--- config.mk ---
export PLATFORM = sky130hd
export DESIGN_NAME = xpe_exec
export DESIGN_NICKNAME = d
export VERILOG_FILES = /design/src/shared/xpe_pkg.sv /design/src/verilog/xpe_ptr_add.sv /design/src/verilog/xpe_decode.sv /design/src/verilog/xpe_exec.sv
export SDC_FILE = /design/constraint.sdc
export NUM_CORES = 1
export LEC_CHECK = 0
export BUFFER_PORTS_ARGS = -buffer_cell sky130_fd_sc_hd__buf_2
export CORE_MARGIN = 4
export CORE_UTILIZATION = 35
export CTS_BUF_LIST = sky130_fd_sc_hd__clkbuf_2
export DETAILED_ROUTE_END_ITERATION = 10
export GPL_TIMING_DRIVEN = 1
export PLACE_DENSITY = 0.64
export SLEW_MARGIN = 30
export SYNTH_ARGS = -nofsm -noshare
export SYNTH_HDL_FRONTEND = slang
export SYNTH_SLANG_ARGS = --single-unit
--- constraint.sdc ---
create_clock -name CLK -period 8.2 [get_ports CLK]
set_input_delay 1.23 -clock CLK [delete_from_list [all_inputs] [get_ports CLK]]
set_output_delay 1.23 -clock CLK [all_outputs]
set_load 0.01 [all_outputs]
--- src/shared/xpe_pkg.sv ---
package xpe_pkg;

	localparam int PTR_W   = 12;
	localparam int ADDR_W  = 12;
	localparam int PC_W    = 21;
	localparam int DATA_W  = 8;
	localparam int INSTR_W = 16;
	localparam int LIT_W   = 6;
	localparam int OFS_W   = 7;
	localparam int NUM_PTR = 3;

	localparam logic [7:0]  OPC_PTR_ADD    = 8'hE8;
	localparam logic [7:0]  OPC_MOVE_FIRST = 8'hEB;
	localparam logic [15:0] OPC_CALL_WORK  = 16'h0014;
	localparam int          OPC_HI_LSB     = 8;
	localparam int          SEL_LSB        = 6;
	localparam int          MOVE_KIND_BIT  = 7;
	localparam logic [1:0]  SEL_RETURN     = 2'h3;
	localparam logic [1:0]  SEL_FRAME      = 2'h2;

	localparam logic [1:0] PH_Q1 = 2'h0;
	localparam logic [1:0] PH_Q3 = 2'h2;
	localparam logic [1:0] PH_Q4 = 2'h3;

	localparam logic [PC_W-1:0]   PC_RET_STEP    = 21'h000002;
	localparam logic [PTR_W-1:0]  PTR_RST        = 12'h000;
	localparam logic [DATA_W-1:0] MOVE_NULL_DATA = 8'h00;

	// placement of the indirect-access registers; defaults are arbitrary
	localparam logic [ADDR_W-1:0] IND_BASE0 = 12'hF00;
	localparam logic [ADDR_W-1:0] IND_BASE1 = 12'hF08;
	localparam logic [ADDR_W-1:0] IND_BASE2 = 12'hF10;
	localparam logic [ADDR_W-1:0] IND_SPAN  = 12'h005;

	typedef enum logic [1:0] {
		ST_IDLE     = 2'b00,
		ST_RET_NOP  = 2'b01,
		ST_CALL_NOP = 2'b10,
		ST_MOVE_WR  = 2'b11
	} xpe_state_e;

	function automatic logic xpe_is_indirect(input logic [ADDR_W-1:0] addr);
		logic [ADDR_W-1:0] d0;
		logic [ADDR_W-1:0] d1;
		logic [ADDR_W-1:0] d2;
		d0 = addr - IND_BASE0;
		d1 = addr - IND_BASE1;
		d2 = addr - IND_BASE2;
		return (d0 < IND_SPAN) | (d1 < IND_SPAN) | (d2 < IND_SPAN);
	endfunction

endpackage

--- src/verilog/xpe_ptr_add.sv ---
`timescale 1ns/100ps
module xpe_ptr_add #(
	parameter int PTR_W = 12,
	parameter int LIT_W = 6
) (
	input  wire logic [PTR_W-1:0] base,
	input  wire logic [LIT_W-1:0] lit,
	output wire logic [PTR_W-1:0] sum
);
	import xpe_pkg::*;

	// whole-word add so the low byte carries into the high part
	assign sum = base + {{(PTR_W-LIT_W){1'b0}}, lit};

endmodule

--- src/verilog/xpe_decode.sv ---
`timescale 1ns/100ps
module xpe_decode (
	input  wire logic [xpe_pkg::INSTR_W-1:0] instr,
	input  wire logic                        ext_en,
	output wire logic                        is_ptr_add,
	output wire logic                        is_add_ret,
	output wire logic                        is_call_work,
	output wire logic                        is_move,
	output wire logic [1:0]                  ptr_sel,
	output wire logic [xpe_pkg::LIT_W-1:0]   lit,
	output wire logic [xpe_pkg::OFS_W-1:0]   ofs
);
	import xpe_pkg::*;

	wire logic [7:0] opc_hi;
	wire logic       add_form;

	assign opc_hi   = instr[INSTR_W-1:OPC_HI_LSB];
	assign ptr_sel  = instr[SEL_LSB+1:SEL_LSB];
	assign lit      = instr[LIT_W-1:0];
	assign ofs      = instr[OFS_W-1:0];
	// opcodes fall through to the standard set while disabled
	assign add_form = ext_en & (opc_hi == OPC_PTR_ADD);

	assign is_ptr_add   = add_form & (ptr_sel != SEL_RETURN);
	assign is_add_ret   = add_form & (ptr_sel == SEL_RETURN);
	assign is_call_work = ext_en & (instr == OPC_CALL_WORK);
	assign is_move      = ext_en & (opc_hi == OPC_MOVE_FIRST)
		& ~instr[MOVE_KIND_BIT];

endmodule

--- src/verilog/xpe_exec.sv ---
`timescale 1ns/100ps
module xpe_exec (
	input  wire logic                        CLK,
	input  wire logic                        RESET_N,
	input  wire logic                        EXT_SET_ENABLE,
	input  wire logic [xpe_pkg::INSTR_W-1:0] INSTR,
	input  wire logic                        INSTR_VALID,
	input  wire logic [xpe_pkg::PC_W-1:0]    PC_NOW,
	input  wire logic [xpe_pkg::DATA_W-1:0]  WORK_REG,
	input  wire logic [xpe_pkg::DATA_W-1:0]  PC_HIGH_LATCH,
	input  wire logic [xpe_pkg::DATA_W-1:0]  PC_UPPER_LATCH,
	input  wire logic [xpe_pkg::PC_W-1:0]    STACK_TOP,
	input  wire logic [xpe_pkg::DATA_W-1:0]  DATA_RD_DATA,
	input  wire logic                        PTR_WR_EN,
	input  wire logic [1:0]                  PTR_WR_SEL,
	input  wire logic [xpe_pkg::PTR_W-1:0]   PTR_WR_DATA,
	output logic      [1:0]                  Q_PHASE,
	output logic                             EXT_CLAIM,
	output logic                             NOP_CYCLE,
	output logic                             PC_LOAD,
	output logic      [xpe_pkg::PC_W-1:0]    PC_LOAD_VALUE,
	output logic                             STACK_PUSH,
	output logic      [xpe_pkg::PC_W-1:0]    STACK_PUSH_VALUE,
	output logic                             STACK_POP,
	output logic                             DATA_RD_EN,
	output logic      [xpe_pkg::ADDR_W-1:0]  DATA_RD_ADDR,
	output logic                             DATA_WR_EN,
	output logic      [xpe_pkg::ADDR_W-1:0]  DATA_WR_ADDR,
	output logic      [xpe_pkg::DATA_W-1:0]  DATA_WR_DATA,
	output logic      [xpe_pkg::PTR_W-1:0]   PTR0,
	output logic      [xpe_pkg::PTR_W-1:0]   PTR1,
	output logic      [xpe_pkg::PTR_W-1:0]   PTR2
);
	import xpe_pkg::*;

	logic              rst_meta_reg;
	logic              rst_sync_n_reg;
	logic              ext_meta_reg;
	logic              ext_en_reg;
	logic [1:0]        q_reg;
	xpe_state_e        state_reg;
	xpe_state_e        state_next;
	logic              claim_reg;
	logic              op_add_reg;
	logic              op_ret_reg;
	logic              op_call_reg;
	logic              op_move_reg;
	logic [1:0]        sel_reg;
	logic [LIT_W-1:0]  lit_reg;
	logic [OFS_W-1:0]  ofs_reg;
	logic              src_ind_reg;
	logic [DATA_W-1:0] move_data_reg;
	logic [ADDR_W-1:0] dest_reg;
	logic [PTR_W-1:0]  ptr_reg [NUM_PTR];

	wire logic              rst_n;
	wire logic              dec_add;
	wire logic              dec_ret;
	wire logic              dec_call;
	wire logic              dec_move;
	wire logic              dec_any;
	wire logic [1:0]        dec_sel;
	wire logic [LIT_W-1:0]  dec_lit;
	wire logic [OFS_W-1:0]  dec_ofs;
	wire logic              at_q1;
	wire logic              at_q3;
	wire logic              at_q4;
	wire logic              idle;
	wire logic              first_cyc;
	wire logic              ev_decode;
	wire logic              ev_push;
	wire logic              ev_read;
	wire logic              ev_commit;
	wire logic              ev_dest;
	wire logic              ev_write;
	wire logic              ev_done;
	wire logic              ptr_upd;
	wire logic [1:0]        add_sel;
	wire logic [PTR_W-1:0]  add_base;
	wire logic [PTR_W-1:0]  add_sum;
	wire logic [ADDR_W-1:0] src_addr;
	wire logic [PC_W-1:0]   call_target;
	wire logic [PC_W-1:0]   pc_target;

	// reset release through two stages, assertion stays asynchronous
	always_ff @(posedge CLK or negedge RESET_N) begin
		if (!RESET_N) begin
			rst_meta_reg   <= 1'b0;
			rst_sync_n_reg <= 1'b0;
		end else begin
			rst_meta_reg   <= 1'b1;
			rst_sync_n_reg <= rst_meta_reg;
		end
	end

	assign rst_n = rst_sync_n_reg;

	// configuration bit may come from another domain at power-up
	always_ff @(posedge CLK or negedge rst_n) begin
		if (!rst_n) begin
			ext_meta_reg <= 1'b0;
			ext_en_reg   <= 1'b0;
		end else begin
			ext_meta_reg <= EXT_SET_ENABLE;
			ext_en_reg   <= ext_meta_reg;
		end
	end

	xpe_decode u_decode (
		.instr        (INSTR),
		.ext_en       (ext_en_reg),
		.is_ptr_add   (dec_add),
		.is_add_ret   (dec_ret),
		.is_call_work (dec_call),
		.is_move      (dec_move),
		.ptr_sel      (dec_sel),
		.lit          (dec_lit),
		.ofs          (dec_ofs)
	);

	// four phases per instruction cycle, free running after reset
	always_ff @(posedge CLK or negedge rst_n) begin
		if (!rst_n) begin
			q_reg <= PH_Q1;
		end else begin
			q_reg <= q_reg + 2'h1;
		end
	end

	assign at_q1     = (q_reg == PH_Q1);
	assign at_q3     = (q_reg == PH_Q3);
	assign at_q4     = (q_reg == PH_Q4);
	assign idle      = (state_reg == ST_IDLE);
	assign first_cyc = idle & claim_reg;
	assign dec_any   = dec_add | dec_ret | dec_call | dec_move;

	assign ev_decode = at_q1 & idle & INSTR_VALID & dec_any;
	assign ev_push   = at_q3 & first_cyc & op_call_reg;
	assign ev_read   = at_q3 & first_cyc & op_move_reg;
	assign ev_commit = at_q4 & first_cyc;
	assign ev_dest   = at_q1 & (state_reg == ST_MOVE_WR);
	assign ev_write  = at_q3 & (state_reg == ST_MOVE_WR);
	assign ev_done   = at_q4 & ~idle;

	// frame pointer is forced for the return form
	assign add_sel  = op_ret_reg ? SEL_FRAME : sel_reg;
	assign add_base = ptr_reg[add_sel];
	assign ptr_upd  = ev_commit & (op_add_reg | op_ret_reg);

	xpe_ptr_add #(
		.PTR_W (PTR_W),
		.LIT_W (LIT_W)
	) u_ptr_add (
		.base (add_base),
		.lit  (lit_reg),
		.sum  (add_sum)
	);

	xpe_ptr_add #(
		.PTR_W (ADDR_W),
		.LIT_W (OFS_W)
	) u_src_add (
		.base (ptr_reg[SEL_FRAME]),
		.lit  (ofs_reg),
		.sum  (src_addr)
	);

	// call target only splices registers; nothing is saved to shadows
	assign call_target = {PC_UPPER_LATCH[PC_W-2*DATA_W-1:0], PC_HIGH_LATCH,
		WORK_REG};
	assign pc_target = op_ret_reg ? STACK_TOP : call_target;

	always_comb begin
		state_next = state_reg;
		case (state_reg)
			ST_IDLE: begin
				if (ev_commit && op_ret_reg) begin
					state_next = ST_RET_NOP;
				end else if (ev_commit && op_call_reg) begin
					state_next = ST_CALL_NOP;
				end else if (ev_commit && op_move_reg) begin
					state_next = ST_MOVE_WR;
				end
			end
			ST_RET_NOP,
			ST_CALL_NOP,
			ST_MOVE_WR: begin
				if (ev_done) begin
					state_next = ST_IDLE;
				end
			end
			default: begin
				state_next = ST_IDLE;
			end
		endcase
	end

	always_ff @(posedge CLK or negedge rst_n) begin
		if (!rst_n) begin
			state_reg <= ST_IDLE;
		end else begin
			state_reg <= state_next;
		end
	end

	// opcode fields held for the whole instruction
	always_ff @(posedge CLK or negedge rst_n) begin
		if (!rst_n) begin
			op_add_reg  <= 1'b0;
			op_ret_reg  <= 1'b0;
			op_call_reg <= 1'b0;
			op_move_reg <= 1'b0;
			sel_reg     <= 2'h0;
			lit_reg     <= '0;
			ofs_reg     <= '0;
		end else if (ev_decode) begin
			op_add_reg  <= dec_add;
			op_ret_reg  <= dec_ret;
			op_call_reg <= dec_call;
			op_move_reg <= dec_move;
			sel_reg     <= dec_sel;
			lit_reg     <= dec_lit;
			ofs_reg     <= dec_ofs;
		end
	end

	always_ff @(posedge CLK or negedge rst_n) begin
		if (!rst_n) begin
			claim_reg <= 1'b0;
		end else if (ev_decode) begin
			claim_reg <= 1'b1;
		end else if ((ev_commit && op_add_reg) || ev_done) begin
			claim_reg <= 1'b0;
		end
	end

	// pointer file; the block's own update beats a core write
	always_ff @(posedge CLK or negedge rst_n) begin
		if (!rst_n) begin
			for (int i = 0; i < NUM_PTR; i++) begin
				ptr_reg[i] <= PTR_RST;
			end
		end else if (ptr_upd) begin
			ptr_reg[add_sel] <= add_sum;
		end else if (PTR_WR_EN && (PTR_WR_SEL != SEL_RETURN)) begin
			ptr_reg[PTR_WR_SEL] <= PTR_WR_DATA;
		end
	end

	// move source: flag indirect hits at address time
	always_ff @(posedge CLK or negedge rst_n) begin
		if (!rst_n) begin
			src_ind_reg   <= 1'b0;
			move_data_reg <= MOVE_NULL_DATA;
			dest_reg      <= '0;
		end else begin
			if (ev_read) begin
				src_ind_reg <= xpe_is_indirect(src_addr);
			end
			if (ev_commit && op_move_reg) begin
				move_data_reg <= src_ind_reg ? MOVE_NULL_DATA : DATA_RD_DATA;
			end
			if (ev_dest) begin
				dest_reg <= INSTR[ADDR_W-1:0];
			end
		end
	end

	// program-flow strobes, one clock wide
	always_ff @(posedge CLK or negedge rst_n) begin
		if (!rst_n) begin
			PC_LOAD          <= 1'b0;
			PC_LOAD_VALUE    <= '0;
			STACK_PUSH       <= 1'b0;
			STACK_PUSH_VALUE <= '0;
			STACK_POP        <= 1'b0;
		end else begin
			PC_LOAD   <= ev_commit & (op_ret_reg | op_call_reg);
			STACK_POP <= ev_commit & op_ret_reg;
			STACK_PUSH <= ev_push;
			if (ev_commit) begin
				PC_LOAD_VALUE <= pc_target;
			end
			if (ev_push) begin
				STACK_PUSH_VALUE <= PC_NOW + PC_RET_STEP;
			end
		end
	end

	// data-space strobes; the second cycle has no read at all
	always_ff @(posedge CLK or negedge rst_n) begin
		if (!rst_n) begin
			DATA_RD_EN   <= 1'b0;
			DATA_RD_ADDR <= '0;
			DATA_WR_EN   <= 1'b0;
			DATA_WR_ADDR <= '0;
			DATA_WR_DATA <= '0;
		end else begin
			DATA_RD_EN <= ev_read & ~xpe_is_indirect(src_addr);
			DATA_WR_EN <= ev_write;
			if (ev_read) begin
				DATA_RD_ADDR <= src_addr;
			end
			if (ev_write) begin
				DATA_WR_ADDR <= dest_reg;
				DATA_WR_DATA <= move_data_reg;
			end
		end
	end

	// status lines, kept registered like every other output
	always_ff @(posedge CLK or negedge rst_n) begin
		if (!rst_n) begin
			Q_PHASE   <= PH_Q1;
			EXT_CLAIM <= 1'b0;
			NOP_CYCLE <= 1'b0;
			PTR0      <= PTR_RST;
			PTR1      <= PTR_RST;
			PTR2      <= PTR_RST;
		end else begin
			Q_PHASE   <= q_reg;
			EXT_CLAIM <= claim_reg;
			NOP_CYCLE <= (state_reg == ST_RET_NOP)
				| (state_reg == ST_CALL_NOP);
			PTR0      <= ptr_reg[0];
			PTR1      <= ptr_reg[1];
			PTR2      <= ptr_reg[2];
		end
	end

	// destination never checked against PC low or stack-top bytes; software keeps clear

endmodule

---- Word level (Yosys, flattened, before mapping) ----
Cells that the tools add are included.
operators by class
  $add $sub $neg .......................... 7
  bitwise logic cells ..................... 34
  muxes and demuxes ....................... 21
  order comparisons ....................... 7
  equality and inequality tests ........... 13
  reductions and logical operators ........ 14
operators with widths
  kind                                                         count
  bitwise mux 36 bit                                           2
  two-way mux 36 bit                                           2
  demux 12 bit (select 2 bit)                                  2
  two-way mux 12 bit                                           4
  less-than comparator 12 x 3 -> 1 bit, second input constant  3
  subtractor 12 bit, second input constant                     3
  binary-select mux 12 bit (select 2 bit)                      1
  adder 21 x 2 -> 21 bit, second input constant                1
  bitwise AND 1 bit                                            21
  two-way mux 21 bit                                           1
  equality test 16 x 5 -> 1 bit, second input constant         1
  equality test 8 bit, second input constant                   2
  adder 12 x 6 -> 12 bit                                       1
  adder 12 x 7 -> 12 bit                                       1
  equality test 2 bit, second input constant                   5
  two-way mux 2 bit                                            5
  two-way mux 8 bit                                            1
  OR 1 bit                                                     8
  logical AND 1 bit                                            7
  >= comparator 3 bit, second input constant                   2
  less-than comparator 3 x 1 -> 1 bit, second input constant   2
  inequality test 2 bit, second input constant                 3
  NOT 2 -> 3 bit                                               2
  logical NOT 2 bit                                            2
  other kinds (10)                                             14
storage, ports and cells
  input port bits ......................... 109
  output and inout port bits .............. 119
  register bits ........................... 204
  logic and storage cells ................. 132

---- Logic depth before layout (Yosys ltp) ----
  word-level depth ........................ 8
  gate-level depth with buffers ........... 15
  mapped depth without buffers ............ 13

---- Modules after synthesis ----
A second synthesis with hierarchy kept.
second synthesis, totals
  cell total of the unflattened synthesis .. 869
  area total of the unflattened synthesis .. 9,291.4 um^2
by module, submodules not included
  module                    seq. area each (um^2)  cells each  area each (um^2)  instances
  xpe_exec                  5,104.9                743         8,321.7           1
  xpe_ptr_add at u_ptr_add  0.0                    51          366.6             1
  xpe_ptr_add at u_src_add  0.0                    44          361.6             1
  xpe_decode                0.0                    31          241.5             1

---- Worst setup path before layout ----
OpenSTA, ideal clock, no wires.
  kind .................................... reg2reg
  start point ............................. reg lit_reg[0] (netlist name)
  end point ............................... reg DATA_RD_EN
  path buffers ............................ 0
  arrival ................................. 2.947 ns
  slack ................................... 5.134 ns
  cell stages (with the launch flop) ...... 13
  data required time ...................... 8.081 ns
  setup time .............................. 0.119 ns
  clock period less this slack ............ 3.066 ns
  cell sequence ........................... dfrtp_1 > ha_1 > fa_1 > a21o_1 > a21oi_1 > xor2_1 > ha_1 > o21a_1 > a311oi_1 > a311oi_2 > xnor2_1 > or4b_1 > and2_1
RTL lines
  element               line             text
  to (signal assigned)  xpe_exec.sv:299  DATA_RD_EN <= ev_read & ~xpe_is_indirect(src_addr);
  to (decl)             xpe_exec.sv:25   output logic DATA_RD_EN,

---- Worst setup path after layout ----
  start point ............................. reg state_reg[0]
  end point ............................... reg ptr_reg[3] in the netlist's numbering
between the ends
  longest elaborated chain between the ends .. 5
  elaborated cells between the ends (all ways) .. 6
  classes of those cells .................. mux: 1; bitwise: 3; reduce/logical: 2
ends and longest elaborated chain
  element                                                   line             text
  from (decl)                                               xpe_exec.sv:41   xpe_state_e state_reg;
  from (signal assigned)                                    xpe_exec.sv:202  state_reg <= state_next;
  logical NOT 2 bit *                                       xpe_exec.sv:133  assign idle = (state_reg == ST_IDLE);
  bitwise AND 1 bit *                                       xpe_exec.sv:134  assign first_cyc = idle & claim_reg;
  bitwise AND 1 bit *                                       xpe_exec.sv:140  assign ev_commit = at_q4 & first_cyc;
  bitwise AND 1 bit *                                       xpe_exec.sv:148  assign ptr_upd = ev_commit & (op_add_reg | op_ret_reg);
  two-way mux 36 bit or nonzero test 2 bit (tied branches)  -
  to (signal, indexed assignment)                           xpe_exec.sv:244  ptr_reg[add_sel] <= add_sum;
  to (decl)                                                 xpe_exec.sv:54   logic [PTR_W-1:0] ptr_reg [NUM_PTR];
Every way passes the cells marked *; elsewhere a longest branch is shown, timed or not.
A chain may end at the register's enable or synchronous reset.

==> results_dict.tcl <==
set metrics [dict create \
    start_kind "flop" \
    postLayoutCoreUtil_pct 42.86 \
    yosysSeqAreaShare_pct 56.94 \
    p_leak_nw 4.873 \
    postCtsSetupBuffers 0 \
    drt-total-wl_um 22510 \
    vias_per_cell 4.958 \
    critPathMaxStageDelay_ns 0.80 \
    yosys-mux-area-fraction_pct 9.322 \
    status "finished clean" \
    hold-worst-slack_ns 0.1758 \
    hold_class "in2async" \
    dieHeight_um 165.3 \
    cp_data_arrival_time_ns 4.30 \
    clock_latency_ns 0.79 \
    drive_gt1_share_pct 31.85 \
    die_x_um 165.3 \
    dp_cells 1303 \
    hpwlAfterDp_um 16500 \
    drc 0 \
    cts_num_sinks 197 \
    synth_top_family_by_area "compound AO/OA/AOI/OAI gates" \
    final_common_cell "buf_2" \
    max_freq_ghz 0.2793 \
    cts_resized 0 \
    portBuffers 224 \
    cap_violations 0 \
    synthAdderAreaFrac_pct 3.353 \
    grt_start_max_net_pins 107 \
    synthFlopType "dfrtp_1" \
    synthCells 784 \
    fin_ws_ns 4.620 \
    syn_avg_cell_area_um2 11.04 \
    path_buf_inv 1 \
    first_global_vias 6609 \
    synth_edf_count 0 \
    yosys.area_share.simple_pct 11.10 \
    peakVddDrop_v 0.00008022 \
    min_period_over_period_pct 43.66 \
    seq_power_share_pct 58.3 \
    p_total_mw 1.891 \
    final_cell_mix "224 x buf_2, 196 x dfrtp_1, 116 x nand2_1" \
    vias 6624 \
    report.final.setup_viol 0 \
    synthTopCellsByArea "dfrtp_1 57%, mux2_2 5.7%, o21ai_0 5.4%" \
    cts_max_level 4 \
    synth_nets 915 \
    syn2layout_area_growth_pct 20.41 \
    overflow 0 \
    cts.clk_slew.worst_paths_ns 0.29 \
    fp-row-count 57 \
    slew_viol_final 0 \
    finalNetCount 1129 \
    rsz0062_at_grt "false" \
    multi_input_area_um2 3566 \
    swShare_pct 31.11 \
    tightestPinTransition_ns 0.9834 \
    drt_iter0_markers 471 \
    seq_area_um2 4933 \
    end_kind "flop" \
    skew_ns 0.03671 \
    io_pins 228 \
    hold_buffers 0 \
    postPlaceCellArea_um2 10160 \
    gp_congestion 0.8547 \
    core_area_um2 24320 \
    largest_reg_flops 36 \
    die_area_um2 27310 \
    period_needed_ns 3.580 \
    synth_area_um2 8657 \
    p_sw_uw 588.2 \
    ys_types 52 \
    ant_nets 0 \
    antenna_found_initial 4 \
    crit_path_cell_trace "inv_1, ha_1, nand3_2, o21ai_1, nor3b_2, nor2_1, a221o_1" \
    synth-compound-area-share_pct 13.21 \
    root_buffer "clkbuf_2" \
    grtUsageTotal_pct 16.54 \
    synth_area_leader_cell "dfrtp_1" \
    final-instance-count-excl-fill 1336 \
    crit_fanout 50 \
    ys_warn_count 0 \
    slowest_stage "nor2_1" \
    drt-wirelength-per-cell_um 16.85 \
    numCtsBuffers 17 \
    path_class "reg2reg" \
    relSlewSlack_pct 34.15 \
    ys_ff_latch 197 \
    setup_tns_ns 0 \
    synth_top_area_share_pct 56.94 \
    powerDensity_nw_per_um2 181.4 \
    combPwrFrac_pct 15.0 \
    synth_xor_area_share_pct 3.642 \
    hold_viol_final 0 \
    cpLargestDelayFamily "simple AND/OR/NAND/NOR gates" \
    grt_pass1_wl_um 35490 \
    p_int_mw 1.303 \
    cts_tree "yes" \
    clock_path_buffers 2 \
    crit_required_ns 8.92 \
    fill_cells 2381 \
    clkPwrFrac_pct 26.6 \
    start_util_pct 35.60 \
    final_area_um2 10420 \
    async_reset_ff_share_pct 100.0 \
    dr.pass1.iters 4 \
    preCtsSetupSlack_ns 4.646 \
]
-- Yosys cell counts (2+ instances only) --
| master | number |
|---|---|
| ha_1 | 20 |
| buf_2 | 3 |
| nand2b_1 | 9 |
| dfrtp_1 | 197 |
| o21ai_0 | 94 |
| a21o_1 | 5 |
| buf_1 | 3 |
| o21ai_1 | 9 |
| and2_1 | 2 |
| and3_1 | 6 |
| o211ai_1 | 3 |
| nor4_1 | 2 |
| fa_1 | 2 |
| mux2i_1 | 30 |
| a21oi_1 | 13 |
| xor2_1 | 22 |
| inv_1 | 18 |
| nor2_1 | 43 |
| a211oi_1 | 2 |
| nor3_1 | 6 |
| clkbuf_1 | 28 |
| nor2b_1 | 2 |
| nand3_1 | 8 |
| or2_2 | 5 |
| o2bb2ai_1 | 2 |
| a211o_1 | 2 |
| xnor2_1 | 14 |
| a221o_1 | 16 |
| o21a_1 | 3 |
| a22oi_1 | 22 |
| nand2_1 | 117 |
| a31oi_1 | 2 |
| nand4_1 | 10 |
| mux2_2 | 44 |
| nor3b_1 | 3 |
-- worst paths after layout --
path | slack, ns | to | cells after the start | startpoint
worst max-delay path | 4.62 | ptr_reg[3] | 7 | state_reg[0]
worst min-delay path | 0.18 | rst_n | 1 | RESET_N
worst max register to register | 4.62 | ptr_reg[3] | 7 | state_reg[0]
worst min register to register | 0.36 | DATA_WR_DATA[2] | 1 | rst_n
max in group asynchronous | 6.91 | ptr_reg[8] | 2 | rst_n
min in group CLK | 0.41 | rst_n | 0 | rst_meta_reg
-- metal layers --
layer / vias to the layer above / GRT usage [%] / wire length [um] / share of wire (%)
li1: 3199 / - / - / -
met1: 3180 / 21.68 / 9970 / 44
met2: 208 / 26.89 / 10480 / 47
met3: 31 / 5.038 / 1721 / 7.6
met4: 6 / 4.121 / 303 / 1.3
met5: - / 0 / 41 / 0.18
-- logic make-up after synthesis --
| group | count (synthesis) |
|---|---|
| and+or+nand+nor | 218 |
| DFF | 197 |
| AOI/OAI and AO/OA | 182 |
| muxes | 75 |
| buffers and inverters | 53 |
| xor gates and xnor gates | 36 |
| adders and majority gates | 22 |
| other | 1 |
-- layout make-up --
cell class                      instances  area share (%)
Antenna cell                            1         0.02401
Clock buffer                           18          0.8642
Clock inverter                         14           1.500
Inverter                               18          0.6482
Multi-Input combinational cell        534           34.21
Sequential cell                       197           47.33
Tap cell                              324           3.889
Timing Repair Buffer                  230           11.54
-- power groups by stage --
stage | Clock, mW | Combinational [mW] | Sequential, mW
final | 0.503 | 0.284 | 1.10
after global routing | 0.560 | 0.322 | 1.11
after CTS | 0.528 | 0.288 | 1.11
after detailed placement | 0 | 0.288 | 1.12
after global placement | 0 | 0.281 | 1.12
after floorplan | 0 | 0.132 | 1.14
Power figures use the tool's default switching activity.
